## src/gas_status_pkg.sv

```systemverilog
// gas sensor status flags: shared constants and types
// assumes one system clock; all users write gas_status_pkg::name
package gas_status_pkg;
  // measured-data and status area
  localparam logic [7:0] AREA_FIRST = 8'h9A;
  localparam logic [7:0] AREA_LAST  = 8'hAB;
  localparam int         AREA_BYTES = 18;
  // status byte indices inside the area
  localparam logic [4:0] IDX_PRIM   = 5'h0E;
  localparam logic [4:0] IDX_SUPP   = 5'h0F;
  localparam logic [4:0] IDX_UNF    = 5'h10;
  localparam logic [4:0] IDX_FIL    = 5'h11;
  // primary error byte fields
  localparam int B_FATAL = 0;
  localparam int B_RSVD  = 1;
  localparam int B_ALG   = 2;
  localparam int B_CAL   = 3;
  localparam int B_DIAG  = 4;
  localparam int B_RANGE = 5;
  localparam int B_MEM   = 6;
  localparam int B_FACT  = 7;
  // supply and converter byte fields
  localparam int S_PRE   = 0;
  localparam int S_INR   = 1;
  localparam int S_ADC   = 2;
  localparam int S_OVR   = 4;
  // stage bytes hold stage flags in bits 3..0
  localparam int G_W     = 4;
  localparam logic [7:0] STATUS_RST = 8'h00;
  // broadcast address and fixed write reply
  localparam logic [7:0] BCAST_ADDR = 8'hFE;
  localparam logic [7:0] CC_INITIAL = 8'h10;
  localparam int         RESP_LEN   = 4;
  localparam logic [31:0] RESP_FRAME = 32'hFE41_0080; // arbitrary bytes, first byte in top
  // error causes seen during one measurement cycle
  typedef struct packed {
    logic       cfg_corrupt;
    logic       vmem_fail;
    logic       cap_meas_fail;
    logic       alg_param_bad;
    logic       cal_oor;
    logic       self_check_fault;
    logic       page_csum_fail;
    logic       flash_fail;
    logic       prepulse_supply_low;
    logic       inrush_supply_low;
    logic       adc_oor;
    logic [3:0] unf_stage;
    logic [3:0] fil_stage;
  } err_src_t;
  typedef struct packed {
    logic [7:0] prim;
    logic [7:0] supp;
    logic [7:0] unf;
    logic [7:0] fil;
  } status_t;
endpackage

```

## src/status_area_mem.sv

```systemverilog
// status_area_mem: small byte store for the measured-data area
// one write port, one read port, read data from a register
`timescale 1ns/1ps
module status_area_mem #(
  parameter int W  = 8,
  parameter int D  = 18,
  parameter int AW = 5
) (
  // clock
  input  wire logic          sys_clk,
  // write side
  input  wire logic          we,
  input  wire logic [AW-1:0] waddr,
  input  wire logic [W-1:0]  wdata,
  // read side
  input  wire logic          re,
  input  wire logic [AW-1:0] raddr,
  output logic      [W-1:0]  rdata_q
);
  initial begin
    if (D > (1 << AW)) $error("depth exceeds address range");
  end
  logic [W-1:0] mem [D];
  // write and registered read
  always_ff @(posedge sys_clk) begin
    if (we && (int'(waddr) < D)) mem[waddr] <= wdata;
    if (re) rdata_q <= mem[raddr];
  end
endmodule

```

## src/gas_sensor_error_status.sv

```systemverilog
// gas_sensor_error_status: collects error causes of one measurement
// cycle into four read-only status bytes inside the data area
// assumes all inputs come from logic on sys_clk
//
// Functional notes
// RULE1: primary bit 0 is set on config corruption, memory access or cap fault.
// RULE2: primary bit 2 is set when algorithm config is corrupt or out of range.
// RULE3: primary bit 3 is set when a calibration or baseline correction fails.
// RULE4: primary bit 4 is set when self-check finds hardware or parameter faults.
// RULE5: primary bit 5 follows any stage range violation and clears when gone.
// RULE6: primary bit 6 is set on page checksum or flash operation failure.
// RULE7: primary bit 7 always reads zero in customer operation.
// RULE8: supply bit 0 is set when pre-pulse supply is below its threshold.
// RULE9: supply bit 1 is set when inrush average supply is below threshold.
// RULE10: supply bit 2 is set when the converter reports out of range.
// RULE11: supply bits 4-7 show debug overrides, zero normally; bit 3 reserved.
// RULE12: stage bytes hold unfiltered and filtered range stage flags in bits 3-0.
// RULE13: stage bit 0 marks the raw emitter signal out of baseline.
// RULE14: stage bit 1 marks temperature compensation out of specification.
// RULE15: stage bit 2 marks a missing conversion table entry.
// RULE16: stage bit 3 marks host pressure value out of specification.
// RULE17: every good broadcast write gets the same fixed reply frame; one arriving while a reply is being sent gets none.
// RULE18: host power-cycles and restarts with initial measurement on fatal errors.
// RULE19: status bytes sit inside the 18-byte area at 0x9A to 0xAB.
// RULE20: host writes 0x10 to the calculation control byte to start fresh; here CC_INITIAL is unused and the bench restarts by reset.
// RULE21: status bytes are read-only, updated together before ready rises.
`timescale 1ns/1ps
module gas_sensor_error_status #(
  parameter int AREA_BYTES = gas_status_pkg::AREA_BYTES,
  parameter int RESP_LEN   = gas_status_pkg::RESP_LEN
) (
  // clock and reset
  input  wire logic                      sys_clk,
  input  wire logic                      resetn,
  // measurement cycle
  input  wire logic                      cycle_start,
  input  wire logic                      cycle_end,
  input  wire gas_status_pkg::err_src_t  err_src,
  input  wire logic                      dbg_mode,
  input  wire logic [3:0]                dbg_override,
  output logic                           ready_q,
  // measured data from the algorithm
  input  wire logic                      data_we,
  input  wire logic [4:0]                data_idx,
  input  wire logic [7:0]                data_byte,
  // host read of the data area
  input  wire logic                      rd_en,
  input  wire logic [7:0]                rd_addr,
  output logic [7:0]                     rd_data,
  output logic                           rd_valid_q,
  output logic                           rd_err_q,
  // broadcast write reply
  input  wire logic                      wr_done,
  input  wire logic [7:0]                wr_dev_addr,
  input  wire logic                      wr_ok,
  output logic                           resp_valid,
  output logic [7:0]                     resp_byte_q,
  output logic                           resp_last,
  input  wire logic                      resp_ready,
  // status bytes as last committed
  output gas_status_pkg::status_t        status_q
);
  initial begin
    if (AREA_BYTES != 18) $error("area must be 18 bytes");
    if (RESP_LEN < 1 || RESP_LEN > 4) $error("reply length 1..4");
  end

  // ----------------------------------------
  // cycle sequencing
  // ----------------------------------------
  typedef enum logic [1:0] {IDLE, MEAS, COMMIT, READY} cyc_t;
  cyc_t       state_q;
  logic [1:0] wcnt_q;

  // idle, measure, write four bytes, ready
  always_ff @(posedge sys_clk or negedge resetn) begin
    if (!resetn) begin
      state_q <= IDLE;
    end else begin
      unique case (state_q)
        IDLE:   if (cycle_start) state_q <= MEAS;
        MEAS:   if (cycle_end) state_q <= COMMIT;
        COMMIT: if (wcnt_q == 2'h3) state_q <= READY;
        READY:  if (cycle_start) state_q <= MEAS;
      endcase
    end
  end

  // byte counter while committing
  always_ff @(posedge sys_clk or negedge resetn) begin
    if (!resetn) wcnt_q <= 2'h0;
    else if (state_q == COMMIT) wcnt_q <= wcnt_q + 2'h1;
    else wcnt_q <= 2'h0;
  end

  // ready after all four bytes are stored
  always_ff @(posedge sys_clk or negedge resetn) begin
    if (!resetn) ready_q <= 1'b0;
    else if (state_q == COMMIT && wcnt_q == 2'h3) ready_q <= 1'b1; // RULE21
    else if (cycle_start) ready_q <= 1'b0;
  end

  // ----------------------------------------
  // error accumulation
  // ----------------------------------------
  gas_status_pkg::err_src_t acc_q;
  logic                     meas;
  assign meas = (state_q == MEAS);

  // sticky within a cycle, cleared at start; a cause on start still counts
  always_ff @(posedge sys_clk or negedge resetn) begin
    if (!resetn) acc_q <= '0;
    else if (cycle_start) acc_q <= err_src;
    else if (meas) acc_q <= acc_q | err_src;
  end

  // ----------------------------------------
  // status byte composition
  // ----------------------------------------
  gas_status_pkg::status_t nxt;
  logic                    any_stage;
  assign any_stage = |{acc_q.unf_stage, acc_q.fil_stage};

  always_comb begin
    nxt = '0;
    nxt.prim[gas_status_pkg::B_FATAL] = acc_q.cfg_corrupt | acc_q.vmem_fail
                                      | acc_q.cap_meas_fail; // RULE1
    nxt.prim[gas_status_pkg::B_ALG]   = acc_q.alg_param_bad; // RULE2
    nxt.prim[gas_status_pkg::B_CAL]   = acc_q.cal_oor; // RULE3
    nxt.prim[gas_status_pkg::B_DIAG]  = acc_q.self_check_fault; // RULE4
    nxt.prim[gas_status_pkg::B_RANGE] = any_stage; // RULE5
    nxt.prim[gas_status_pkg::B_MEM]   = acc_q.page_csum_fail | acc_q.flash_fail; // RULE6
    nxt.prim[gas_status_pkg::B_FACT]  = 1'b0; // RULE7
    nxt.prim[gas_status_pkg::B_RSVD]  = 1'b0;
    nxt.supp[gas_status_pkg::S_PRE]   = acc_q.prepulse_supply_low; // RULE8
    nxt.supp[gas_status_pkg::S_INR]   = acc_q.inrush_supply_low; // RULE9
    nxt.supp[gas_status_pkg::S_ADC]   = acc_q.adc_oor; // RULE10
    nxt.supp[gas_status_pkg::S_OVR +: 4] = dbg_mode ? dbg_override : 4'h0; // RULE11
    nxt.unf[gas_status_pkg::G_W-1:0]  = acc_q.unf_stage; // RULE12 RULE13 RULE14 RULE15 RULE16
    nxt.fil[gas_status_pkg::G_W-1:0]  = acc_q.fil_stage; // RULE12
  end

  // all four bytes latched together on the last measuring cycle
  always_ff @(posedge sys_clk or negedge resetn) begin
    if (!resetn) status_q <= '0;
    else if (meas && cycle_end) status_q <= nxt; // RULE21
  end

  // ----------------------------------------
  // data area storage
  // ----------------------------------------
  logic       m_we;
  logic [4:0] m_waddr;
  logic [7:0] m_wdata;
  logic       in_area;
  logic [4:0] m_raddr;

  // status bytes written during commit, algorithm data otherwise
  always_comb begin
    m_we    = data_we && (state_q != COMMIT);
    m_waddr = data_idx;
    m_wdata = data_byte;
    if (state_q == COMMIT) begin
      m_we = 1'b1;
      unique case (wcnt_q)
        2'h0: begin
          m_waddr = gas_status_pkg::IDX_PRIM; // RULE19
          m_wdata = status_q.prim;
        end
        2'h1: begin
          m_waddr = gas_status_pkg::IDX_SUPP;
          m_wdata = status_q.supp;
        end
        2'h2: begin
          m_waddr = gas_status_pkg::IDX_UNF;
          m_wdata = status_q.unf;
        end
        2'h3: begin
          m_waddr = gas_status_pkg::IDX_FIL;
          m_wdata = status_q.fil;
        end
      endcase
    end
  end

  // host address to byte index; nothing outside the area is readable
  assign in_area = (rd_addr >= gas_status_pkg::AREA_FIRST)
                && (rd_addr <= gas_status_pkg::AREA_LAST); // RULE19
  assign m_raddr = 5'(rd_addr - gas_status_pkg::AREA_FIRST);

  status_area_mem #(
    .W  (8),
    .D  (AREA_BYTES),
    .AW (5)
  ) u_area (
    .sys_clk (sys_clk),
    .we      (m_we),
    .waddr   (m_waddr),
    .wdata   (m_wdata),
    .re      (rd_en && in_area),
    .raddr   (m_raddr),
    .rdata_q (rd_data)
  );

  // read answer one cycle after the request
  always_ff @(posedge sys_clk or negedge resetn) begin
    if (!resetn) begin
      rd_valid_q <= 1'b0;
      rd_err_q   <= 1'b0;
    end else begin
      rd_valid_q <= rd_en && in_area;
      rd_err_q   <= rd_en && !in_area;
    end
  end

  // ----------------------------------------
  // fixed broadcast write reply
  // ----------------------------------------
  logic [1:0] rcnt_q;
  logic       rbusy_q;
  logic       bcast_hit;
  assign bcast_hit = wr_done && wr_ok && (wr_dev_addr == gas_status_pkg::BCAST_ADDR);

  // reply sequencer; a new request during a reply is ignored
  always_ff @(posedge sys_clk or negedge resetn) begin
    if (!resetn) begin
      rbusy_q <= 1'b0;
      rcnt_q  <= 2'h0;
    end else if (!rbusy_q) begin
      rbusy_q <= bcast_hit; // RULE17
      rcnt_q  <= 2'h0;
    end else if (resp_ready) begin
      rcnt_q <= rcnt_q + 2'h1;
      if (resp_last) rbusy_q <= 1'b0;
    end
  end

  // reply byte from the constant frame
  always_ff @(posedge sys_clk or negedge resetn) begin
    if (!resetn) resp_byte_q <= 8'h00;
    else if (!rbusy_q) resp_byte_q <= gas_status_pkg::RESP_FRAME[31:24]; // RULE17
    else if (resp_ready && !resp_last)
      resp_byte_q <= gas_status_pkg::RESP_FRAME[8*(2-int'(rcnt_q)) +: 8];
  end

  assign resp_valid = rbusy_q;
  assign resp_last  = rbusy_q && (int'(rcnt_q) == RESP_LEN - 1);
endmodule

```

## config.mk

```make
export PLATFORM = sky130hd
export DESIGN_NAME = gas_sensor_error_status
export DESIGN_NICKNAME = d
export VERILOG_FILES = /design/src/gas_status_pkg.sv /design/src/status_area_mem.sv /design/src/gas_sensor_error_status.sv
export SDC_FILE = /design/constraint.sdc
export NUM_CORES = 1
export LEC_CHECK = 0
export ABC_AREA = 1
export CORE_ASPECT_RATIO = 0.9
export CORE_MARGIN = 10
export CORE_UTILIZATION = 45
export DETAILED_ROUTE_END_ITERATION = 16
export DONT_BUFFER_PORTS = 1
export GPL_TIMING_DRIVEN = 1
export SLEW_MARGIN = 25
export SYNTH_ARGS = -nofsm -noshare
export SYNTH_HDL_FRONTEND = slang
export SYNTH_SLANG_ARGS = --single-unit
```

## constraint.sdc

```tcl
create_clock -name sys_clk -period 4.4 [get_ports sys_clk]
set_input_delay 0.88 -clock sys_clk [delete_from_list [all_inputs] [get_ports sys_clk]]
set_output_delay 0.88 -clock sys_clk [all_outputs]
set_load 0.05 [all_outputs]
```

# Yosys cells after proc, flatten, opt, wreduce, memory -nomap -nowiden
# Memories as Yosys holds them, arrays and structs flattened. A register that Yosys moved wholly into a read port is not among the register bits.
# Index checks and enable logic that the tools add are counted.
[word_totals]
reg_bits = 58
ramBits = 144
in_bits = 62
out_inout_bits = 53
elab_cells = 96
n_memories = 1
[op_classes]
addsub = 4
magnitude_cmp = 3
eq_ne = 14
shifts = 1
n_mux = 24
bitwise = 4
n_reduce_logical = 20
[memory_table]
columns = ["memory", "depth", "word_bits", "read_ports", "rd_clocked_by_memory_dff", "write_ports", "line_no", "rtl"]
rows = [
  ["u_area.mem", 18, 8, 1, 1, 1, "status_area_mem.sv:23", "logic [W-1:0] mem [D];"],
]
[op_table]
columns = ["cell", "n"]
rows = [
  ["$mux 19", 2],
  ["$pmux 8 s4", 1],
  ["$shiftx 32x6->8 const A", 1],
  ["$mux 8", 3],
  ["$pmux 5 s4", 1],
  ["$or 19x19->19", 1],
  ["$mux 2", 6],
  ["$logic_and 1x1->1", 11],
  ["$eq 2x2->1 const B", 4],
  ["$eq 8x8->1 const B", 1],
  ["$ge 8x8->1 const B", 1],
  ["$le 8x8->1 const B", 1],
  ["$mux 1", 8],
  ["$reduce_or 8->1", 1],
  ["$eq 2x1->1 const B", 3],
  ["$ne 2x1->1 const B", 3],
  ["$ne 2x2->1 const B", 3],
  ["$pmux 2 s3", 1],
  ["$lt 5x5->1 const B", 1],
  ["$mux 5", 1],
  ["$sub 5x5->5 const B", 1],
  ["$add 2x1->2 const B", 2],
  ["$logic_not 2->1", 2],
  ["$mux 4", 1],
  ["6 further kinds", 10],
]

# Logic depth before layout (Yosys ltp)
# Gate-level depths: netlist of run 1.
[depth]
word_depth = 7
depth_mapped = 14
ltp_nobuf = 11

# Cells and area by module
# From an unflattened synthesis of run 1, not the netlist that was laid out.
[unflattened]
hier_cells = 971
hier_area_um2 = 9430.3
[modules_own_cells]
columns = ["module", "n_inst", "cells_each", "area_each_um2", "seq_area_each_um2"]
rows = [
  ["status_area_mem", 1, 618, 6570.1, 4564.4],
  ["gas_sensor_error_status", 1, 353, 2860.2, 1351.3],
]

# Worst setup path after synthesis of run 1
# No wires, ideal clock.
[synth_timing]
kind = "input to register"
from = "in rd_addr[1]"
to = "reg u_area.rdata_q[1] (read register of u_area.mem), data pin"
setup_ps = 253
t_arrival_ps = 2353
required_time_ps = 4147
setup_slack_ps = 1794
cell_stages = 13
n_path_buf = 4
cell_sequence = "buf_2 inv_1 buf_2 ha_1 buf_2 buf_1 nand2_1 inv_1 nand3_1 nand3_1 nand2_1 nand2_1 nand2_1"
[synth_between]
elab_chain_cells = 3
word_cells_on_any_way = 5
cone_classes = "1 x add/sub; 2 x order compare; 2 x reduce/logical"
[synth_lines]
columns = ["item", "line_no", "rtl"]
rows = [
  ["from (decl)", "gas_sensor_error_status.sv:48", "input wire logic [7:0] rd_addr,"],
  ["$ge 8x8->1 or $le 8x8->1 (tied branches)", "gas_sensor_error_status.sv:187, gas_sensor_error_status.sv:188", ""],
  ["$logic_and 1x1->1", "gas_sensor_error_status.sv:188", "&& (rd_addr <= gas_status_pkg::AREA_LAST);"],
  ["$logic_and 1x1->1", "gas_sensor_error_status.sv:200", ".re (rd_en && in_area),"],
  ["to (decl)", "status_area_mem.sv:18", "output logic [W-1:0] rdata_q"],
]
# Parallel ways exist; a longest one is shown, timed or not.
# A chain may end at the register's enable or synchronous reset.

# Worst setup path in the final report of run 1
[layout_timing]
from = "reg state_q[0]"
to = "mem u_area.mem[1][3], enable pin"
[layout_between]
elab_chain_cells = 6
word_cells_on_any_way = 9
cone_classes = "1 x order compare; 2 x eq/ne; 4 x mux; 2 x reduce/logical"
[layout_lines]
columns = ["item", "line_no", "rtl"]
rows = [
  ["from (decl)", "gas_sensor_error_status.sv:72", "cyc_t state_q;"],
  ["from (signal assigned)", "gas_sensor_error_status.sv:78", "state_q <= IDLE;"],
  ["from (signal assigned)", "gas_sensor_error_status.sv:81", "IDLE: if (cycle_start) state_q <= MEAS;"],
  ["from (signal assigned)", "gas_sensor_error_status.sv:82", "MEAS: if (cycle_end) state_q <= COMMIT;"],
  ["$eq 2x2->1 or $ne 2x2->1 (tied branches)", "gas_sensor_error_status.sv:163, gas_sensor_error_status.sv:160", ""],
  ["$mux 5 or $logic_and 1x1->1 (tied branches)", "gas_sensor_error_status.sv:163, gas_sensor_error_status.sv:160", ""],
  ["$lt 5x5->1 or $mux 1 (tied branches)", "status_area_mem.sv:26, gas_sensor_error_status.sv:163", ""],
  ["$logic_and 1x1->1", "status_area_mem.sv:26", "if (we && (int'(waddr) < D)) mem[waddr] <= wdata;"],
  ["$mux 1", "status_area_mem.sv:26", ""],
  ["$mux 1 (not written as such)", "status_area_mem.sv:26", ""],
  ["to (decl)", "status_area_mem.sv:23", ""],
]
# Parallel ways exist; a longest one is shown, timed or not.

==> results of run 1 <==
[worst max-delay path, cell delays in order, from the launching register on]
cell and delay [ps]:
dfrtp_1 420, inv_1 80, ha_1 460, inv_2 220
nor2_1 220, a21oi_1 180, o21ai_2 230, nand3_2 210
nor2_1 580
[cells by family after synthesis]
group / Yosys count / share of synthesized area
buffers and inverters: 171 / 0.0803
adder cells (fa/ha/maj): 14 / 0.0190
XOR/XNOR: 1 / 0.00176
AO/OA/AOI/OAI: 93 / 0.0541
other: 1 / 0.000407
AND/OR/NAND/NOR: 451 / 0.203
flip-flops: 206 / 0.641
[power groups by stage]
| stage | Sequential [mW] | Combinational (mW) | Clock (mW) |
|---|---|---|---|
| 2_1_floorplan | 3.06 | 0.930 | 0 |
| 3_3_place_gp | 3.19 | 1.22 | 0 |
| 3_5_place_dp | 3.20 | 1.24 | 0 |
| 4_1_cts | 3.16 | 1.24 | 2.08 |
| 5_1_grt | 3.19 | 1.40 | 2.16 |
| 6_report | 3.15 | 1.23 | 2.05 |
[stage by stage]
step,power (mW),setup slack (ps)
CTS,6.47,1440
detailed placement,4.43,1460
floorplan,3.99,1790
global route,6.75,1130
finish,6.44,1400
global placement,4.41,1530
[cell usage in the layout (no fill, tap or decap), drive strengths merged]
master,n
clkbuf,23
nand3,92
nor4,2
or2,2
buf,10
xor2,1
bufinv,6
nor2,84
diode,1
nand4,4
a22o,1
clkinvlp,2
o21ai,67
a41oi,1
a31oi,5
ha,14
edfxtp,152
dfrtp,54
conb,11
nand2,264
o221ai,2
a22oi,1
nor3b,1
o22ai,2
a21oi,14
nand3b,2
inv,120
clkinv,9
[layer usage]
| layer | vias up | GRT usage | wire [µm] |
|---|---|---|---|
| met4 | 0 | 0.0356 | 401 |
| met5 | - | 0 | 0 |
| met2 | 201 | 0.260 | 10100 |
| met3 | 30 | 0.0511 | 1900 |
| met1 | 2916 | 0.228 | 10100 |
| li1 | 3023 | - | - |
[worst max path at each step]
stage	slack [ps]	end	depth (start not counted)	startpoint
after floorplan	1790	u_area.rdata_q[1]	13	rd_addr[1]
after global routing	1130	u_area.mem[14][4]	7	state_q[0]
after detailed placement	1460	u_area.mem[17][3]	8	state_q[0]
after global placement	1530	u_area.mem[17][0]	8	state_q[0]
final	1400	u_area.mem[1][3]	8	state_q[0]
after CTS	1440	u_area.mem[13][3]	8	state_q[0]
[registers in the layout, indices dropped and copies added, names as in the netlist]
signal / flops
rcnt_q: 2
rd_err_q: 1
status_q: 21
state_q: 2
resp_valid: 1
resp_byte_q: 4
acc_q: 19
rd_valid_q: 1
ready_q: 1
u_area.mem: 144
u_area.rdata_q: 8
wcnt_q: 2
[cell type report]
cell class,instances,area [µm²]
fillers,1793,9850
flip-flops and latches,206,5920
multi-input cells,570,2620
clock buffers,23,564
inverters,120,450
well taps,255,319
clock inverters,17,251
repair buffers,10,75.1
diodes,1,2.50
==> impl_metrics.py, run 1 <==
metrics = {
    "outcome": {
        "run_status": "completed",
    },
    "layout": {
        "utilization": 0.509,
        "finalInstanceArea_um2": 10200,
        "drive_gt1_frac": 0.0729,
        "stdcell_count": 1202,
        "fin_nets": 1006,
        "area_delta_synth_final_pct": 10.6,
    },
    "grt": {
        "grt_overflow": 0,
        "antenna_found_initial": 1,
        "grt_pass1_vias": 6111,
        "grtUsageTotal": 0.168,
        "grt_max_degree": 74,
        "grt_pass1_wl_um": 34900,
    },
    "floorplanning": {
        "die-area_um2": 26600,
        "die_w_um": 171,
        "ios": 115,
        "dieHeight_um": 156,
        "design.core.area_um2": 20000,
        "start_util": 0.460,
        "rows": 49,
    },
    "power_and_ir_drop": {
        "ir_drop_mv": 0.402,
        "p_int_mw": 4.14,
        "p_leak_nw": 4.35,
        "pwr-share-comb": 0.192,
        "switching_share": 0.357,
        "p_clk_frac": 0.318,
        "power.switching_mw": 2.30,
        "powerDensity_nw_per_um2": 631,
        "seq_power_share": 0.490,
    },
    "clocking": {
        "cts.sinks": 206,
        "cts_resized": 0,
        "cts_hold_buf": 0,
        "cts_buffers": 22,
        "clkTransAtPathRegs_ps": 60,
        "cts.htree.levels": 1,
        "cts_max_path_buffers": 3,
        "clock_latency_ps": 510,
        "cts_root_buffer": "clkbuf_16",
        "cts_tree": "built",
        "post_cts.repair.setup_buffers": 0,
    },
    "sta": {
        "fmax_mhz": 334,
        "hold_ws_ps": 59.7,
        "worst_slew_pin_slew_ps": 987,
        "tns_ps": 0,
        "final_max_slew_viol_count": 0,
        "period_needed_ps": 3000,
        "finClkSkew_ps": 20.2,
        "setup_violations": 0,
        "post-route-period-util": 0.681,
        "relSlewSlack": 0.342,
        "rsz0062_at_grt": "false",
        "final-hold-violation-count": 0,
    },
    "critical_path": {
        "crit_path_end_kind": "register",
        "r2r_start": "state_q[0]",
        "worstPathArrival_ps": 3120,
        "ff2ff_path_depth": 8,
        "crit_type": "register to register",
        "worstPathRequired_ps": 4530,
        "crit_fanout": 15,
        "reg2reg_to": "u_area.mem[1][3]",
        "startpoint_type": "register",
        "r2r_slack_ps": 1400,
    },
    "yosys": {
        "yosysTopAreaCell": "edfxtp_1",
        "avgSynthCellArea_um2": 9.84,
        "synth_top_area_frac": 0.495,
        "synth_edf_count": 152,
        "netlist_instances": 937,
        "synthArstFlopShare": 0.262,
        "ys_top_cells_by_area": "edfxtp_1 (49%), dfrtp_1 (15%), nand2_1 (11%)",
        "ys_seq_area_frac": 0.641,
        "ys_types": 36,
        "yosys_warnings": 0,
        "yosys-top-cells-count": "nand2_1 (260), edfxtp_1 (152), inv_1 (112)",
        "synth.ff_latch_count": 206,
        "yosys.cell_count.top_type": "nand2_1",
        "synth_flop_cell": "edfxtp_1",
        "netlist_area_um2": 9220,
    },
    "run": {
        "maxCapViolations": 0,
    },
    "placed_design": {
        "post_dp_cell_area_um2": 9380,
        "place_congestion": 0.814,
        "port-buffer-count": 0,
        "dpl.hpwl_um": 15200,
        "dp_cells": 1161,
    },
    "detailed_routing": {
        "via_per_inst": 5.13,
        "drt-initial-drc-count": 521,
        "wl_per_cell_um": 18.7,
        "drc": 0,
        "ant_nets": 0,
        "via_count": 6170,
        "first_pass_iters": 5,
        "routed_wl_um": 22500,
    },
    "hold_path": {
        "worstHoldPathType": "input pin to asynchronous set/reset pin",
    },
}
Note: power is estimated with default switching activity, not from simulation.
==> run 2: changes to the inputs <==
--- a/config.mk
+++ b/config.mk
@@ -5,7 +5,7 @@
 export SDC_FILE = /design/constraint.sdc
 export NUM_CORES = 1
 export LEC_CHECK = 0
-export ABC_AREA = 1
+export ABC_AREA = 0
 export CORE_ASPECT_RATIO = 0.9
 export CORE_MARGIN = 10
 export CORE_UTILIZATION = 45
==> constraint.sdc (replaced) <==
create_clock -name sys_clk -period 2.6 [get_ports sys_clk]
set_input_delay 0.52 -clock sys_clk [delete_from_list [all_inputs] [get_ports sys_clk]]
set_output_delay 0.52 -clock sys_clk [all_outputs]
set_load 0.05 [all_outputs]
==> impl_metrics.py, run 2 <==
metrics = {
    "outcome": {
        "run_status": "completed",
    },
    "clocking": {
        "cts_buffers": 22,
        "cts_tree": "built",
        "clock_latency_ps": 500,
        "cts.htree.levels": 1,
        "cts.sinks": 206,
        "clkTransAtPathRegs_ps": 60,
        "cts_root_buffer": "clkbuf_16",
        "cts_max_path_buffers": 3,
    },
    "critical_path": {
        "startpoint_type": "register",
        "crit_fanout": 8,
        "worstPathRequired_ps": 2790,
        "crit_path_end_kind": "register",
        "crit_type": "register to register",
        "worstPathArrival_ps": 2540,
    },
    "yosys": {
        "ys_types": 49,
        "synth.ff_latch_count": 206,
        "synthArstFlopShare": 0.262,
        "synth_flop_cell": "edfxtp_1",
        "netlist_instances": 524,
        "synth_top_area_frac": 0.530,
        "yosys.cell_count.top_type": "edfxtp_1",
        "yosysTopAreaCell": "edfxtp_1",
        "ys_seq_area_frac": 0.688,
        "synth_edf_count": 152,
        "avgSynthCellArea_um2": 16.4,
        "netlist_area_um2": 8600,
        "ys_top_cells_by_area": "edfxtp_1 (53%), dfrtp_1 (16%), mux4_2 (6.8%)",
        "yosys-top-cells-count": "edfxtp_1 (152), dfrtp_1 (54), nor2_1 (38)",
        "yosys_warnings": 0,
    },
    "layout": {
        "insertedDiodeCount": 0,
        "regMostFlops": "u_area.mem",
        "final_cell_mix": "edfxtp_1 (152), dfrtp_1 (53), nand2_1 (33)",
        "area_delta_synth_final_pct": 13.7,
        "fin_nets": 628,
        "utilization": 0.527,
        "layout_commonest_cell": "edfxtp_1",
        "reg_top3": "u_area.mem (144), status_q (21), acc_q (19)",
        "largest_reg_flops": 144,
        "drive_gt1_frac": 0.227,
        "stdcell_count": 813,
    },
    "grt": {
        "grtUsageTotal": 0.149,
        "grt_overflow": 0,
        "antenna_found_initial": 0,
        "grt_pass1_wl_um": 29200,
        "grt_max_degree": 55,
        "grt_pass1_vias": 4844,
    },
    "sta": {
        "post-route-period-util": 0.904,
        "relSlewSlack": 0.464,
        "period_needed_ps": 2350,
        "rsz0062_at_grt": "false",
        "final-hold-violation-count": 0,
        "worst_slew_pin_slew_ps": 801,
        "fmax_mhz": 426,
        "finClkSkew_ps": 14.7,
        "hold_ws_ps": 104,
        "setup_violations": 0,
        "final_max_slew_viol_count": 0,
    },
    "power_and_ir_drop": {
        "pwr-share-comb": 0.161,
        "p_int_mw": 6.54,
        "seq_power_share": 0.520,
        "switching_share": 0.315,
        "p_clk_frac": 0.319,
        "power.switching_mw": 3.01,
        "ir_drop_mv": 0.768,
        "p_leak_nw": 3.54,
        "p_total_mw": 9.55,
        "powerDensity_nw_per_um2": 976,
    },
    "placed_design": {
        "dpl.hpwl_um": 12800,
        "dp_cells": 767,
        "port-buffer-count": 0,
        "place_congestion": 0.773,
    },
    "detailed_routing": {
        "ant_nets": 0,
        "first_pass_iters": 5,
        "via_count": 4559,
        "via_per_inst": 5.61,
        "routed_wl_um": 18900,
        "drc": 0,
        "wl_per_cell_um": 23.3,
        "drt-initial-drc-count": 285,
    },
    "floorplanning": {
        "dieHeight_um": 151,
        "start_util": 0.463,
        "rows": 47,
        "die-area_um2": 25100,
        "die_w_um": 166,
        "design.core.area_um2": 18600,
        "ios": 115,
    },
    "run": {
        "maxCapViolations": 0,
    },
    "hold_path": {
        "worstHoldPathType": "input pin to register",
    },
}
[run 2: cell count changes in the layout (fill, tap and decap cells not counted), sizes merged, moves of 14 or more]
| cell | delta |
|---|---|
| a22o | +20 |
| buf | +21 |
| clkbuf | +14 |
| inv | -105 |
| mux2 | +25 |
| mux2i | +21 |
| mux4 | +32 |
| nand2 | -231 |
| nand3 | -89 |
| nor2 | -46 |
| o21ai | -52 |
[run 2: what timing repair did]
item                                    4_1_cts  5_1_grt
gates resized for setup                      10        8
pin swaps                                     0        2
endpoints found under the hold margin        54        0
endpoints found under the setup margin       80       96
setup buffers                                 0        4
hold buffers                                  2        0
[run 2: cell families (layout without fill, tap and decap cells)]
family | count (synthesis) | in the layout | synth area share
buf+inv | 53 | 87 | 0.0330
other cells | 1 | 11 | 0.000436
xor+xnor | 2 | 2 | 0.00204
compound gates | 73 | 73 | 0.0627
flops | 206 | 206 | 0.688
fa+ha+maj | 14 | 14 | 0.0204
simple gates | 97 | 97 | 0.0500
mux | 78 | 78 | 0.144
[run 2: final timing paths]
check	slack, ps	start	cells after the start	endpoint
setup reg to reg	250	wcnt_q[0]	8	u_area.mem[11][3]
hold / removal	100	resp_ready	1	resp_valid
max in group asynchronous	1760	resetn	2	resp_byte_q[5]
setup / recovery	250	wcnt_q[0]	8	u_area.mem[11][3]
hold reg to reg	510	acc_q[9]	1	acc_q[9]
min in group asynchronous	570	resetn	2	ready_q
[run 2: layer usage]
layer / part of all wire / global-route usage
met4: 0.023 / 0.0460
met3: 0.073 / 0.0448
met1: 0.42 / 0.188
met5: 0 / 0
met2: 0.48 / 0.244
[run 2: cell type report]
type | instances | area [µm²]
Multi-Input combinational cell | 275 | 2510
Clock inverter | 3 | 20.0
Tap cell | 245 | 307
Sequential cell | 206 | 5920
Timing Repair Buffer | 32 | 275
Inverter | 15 | 56.3
Fill cell | 1544 | 8800
Clock buffer | 37 | 703
[run 2: power by group through the flow]
stage          clock, mW  combinational, mW  sequential, mW
6_report            3.05               1.54            4.97
5_1_grt             3.24               1.71            5.02
4_1_cts             3.11               1.52            4.98
3_5_place_dp           0               1.47            5.05
3_3_place_gp           0               1.41            5.04
2_1_floorplan          0               1.04            4.92
[run 2: through the flow]
| step | worst slack, ps | cell area, µm² | setup TNS (ps) |
|---|---|---|---|
| floorplan | 45.4 | 8640 | 0 |
| global placement | 33.2 | 8930 | 0 |
| detailed placement | -149 | 8930 | -7690 |
| CTS | -107 | 9720 | -4890 |
| global route | 27.0 | 9780 | 0 |
| finish | 250 | 9780 | 0 |
[run 2: critical path, stage by stage (launching register included)]
cell and delay, ps:
dfrtp_1 430, inv_1 100, ha_1 290, o21ba_2 210
mux2i_2 280, buf_4 180, nand3_1 160, nor2_1 170
buf_4 210
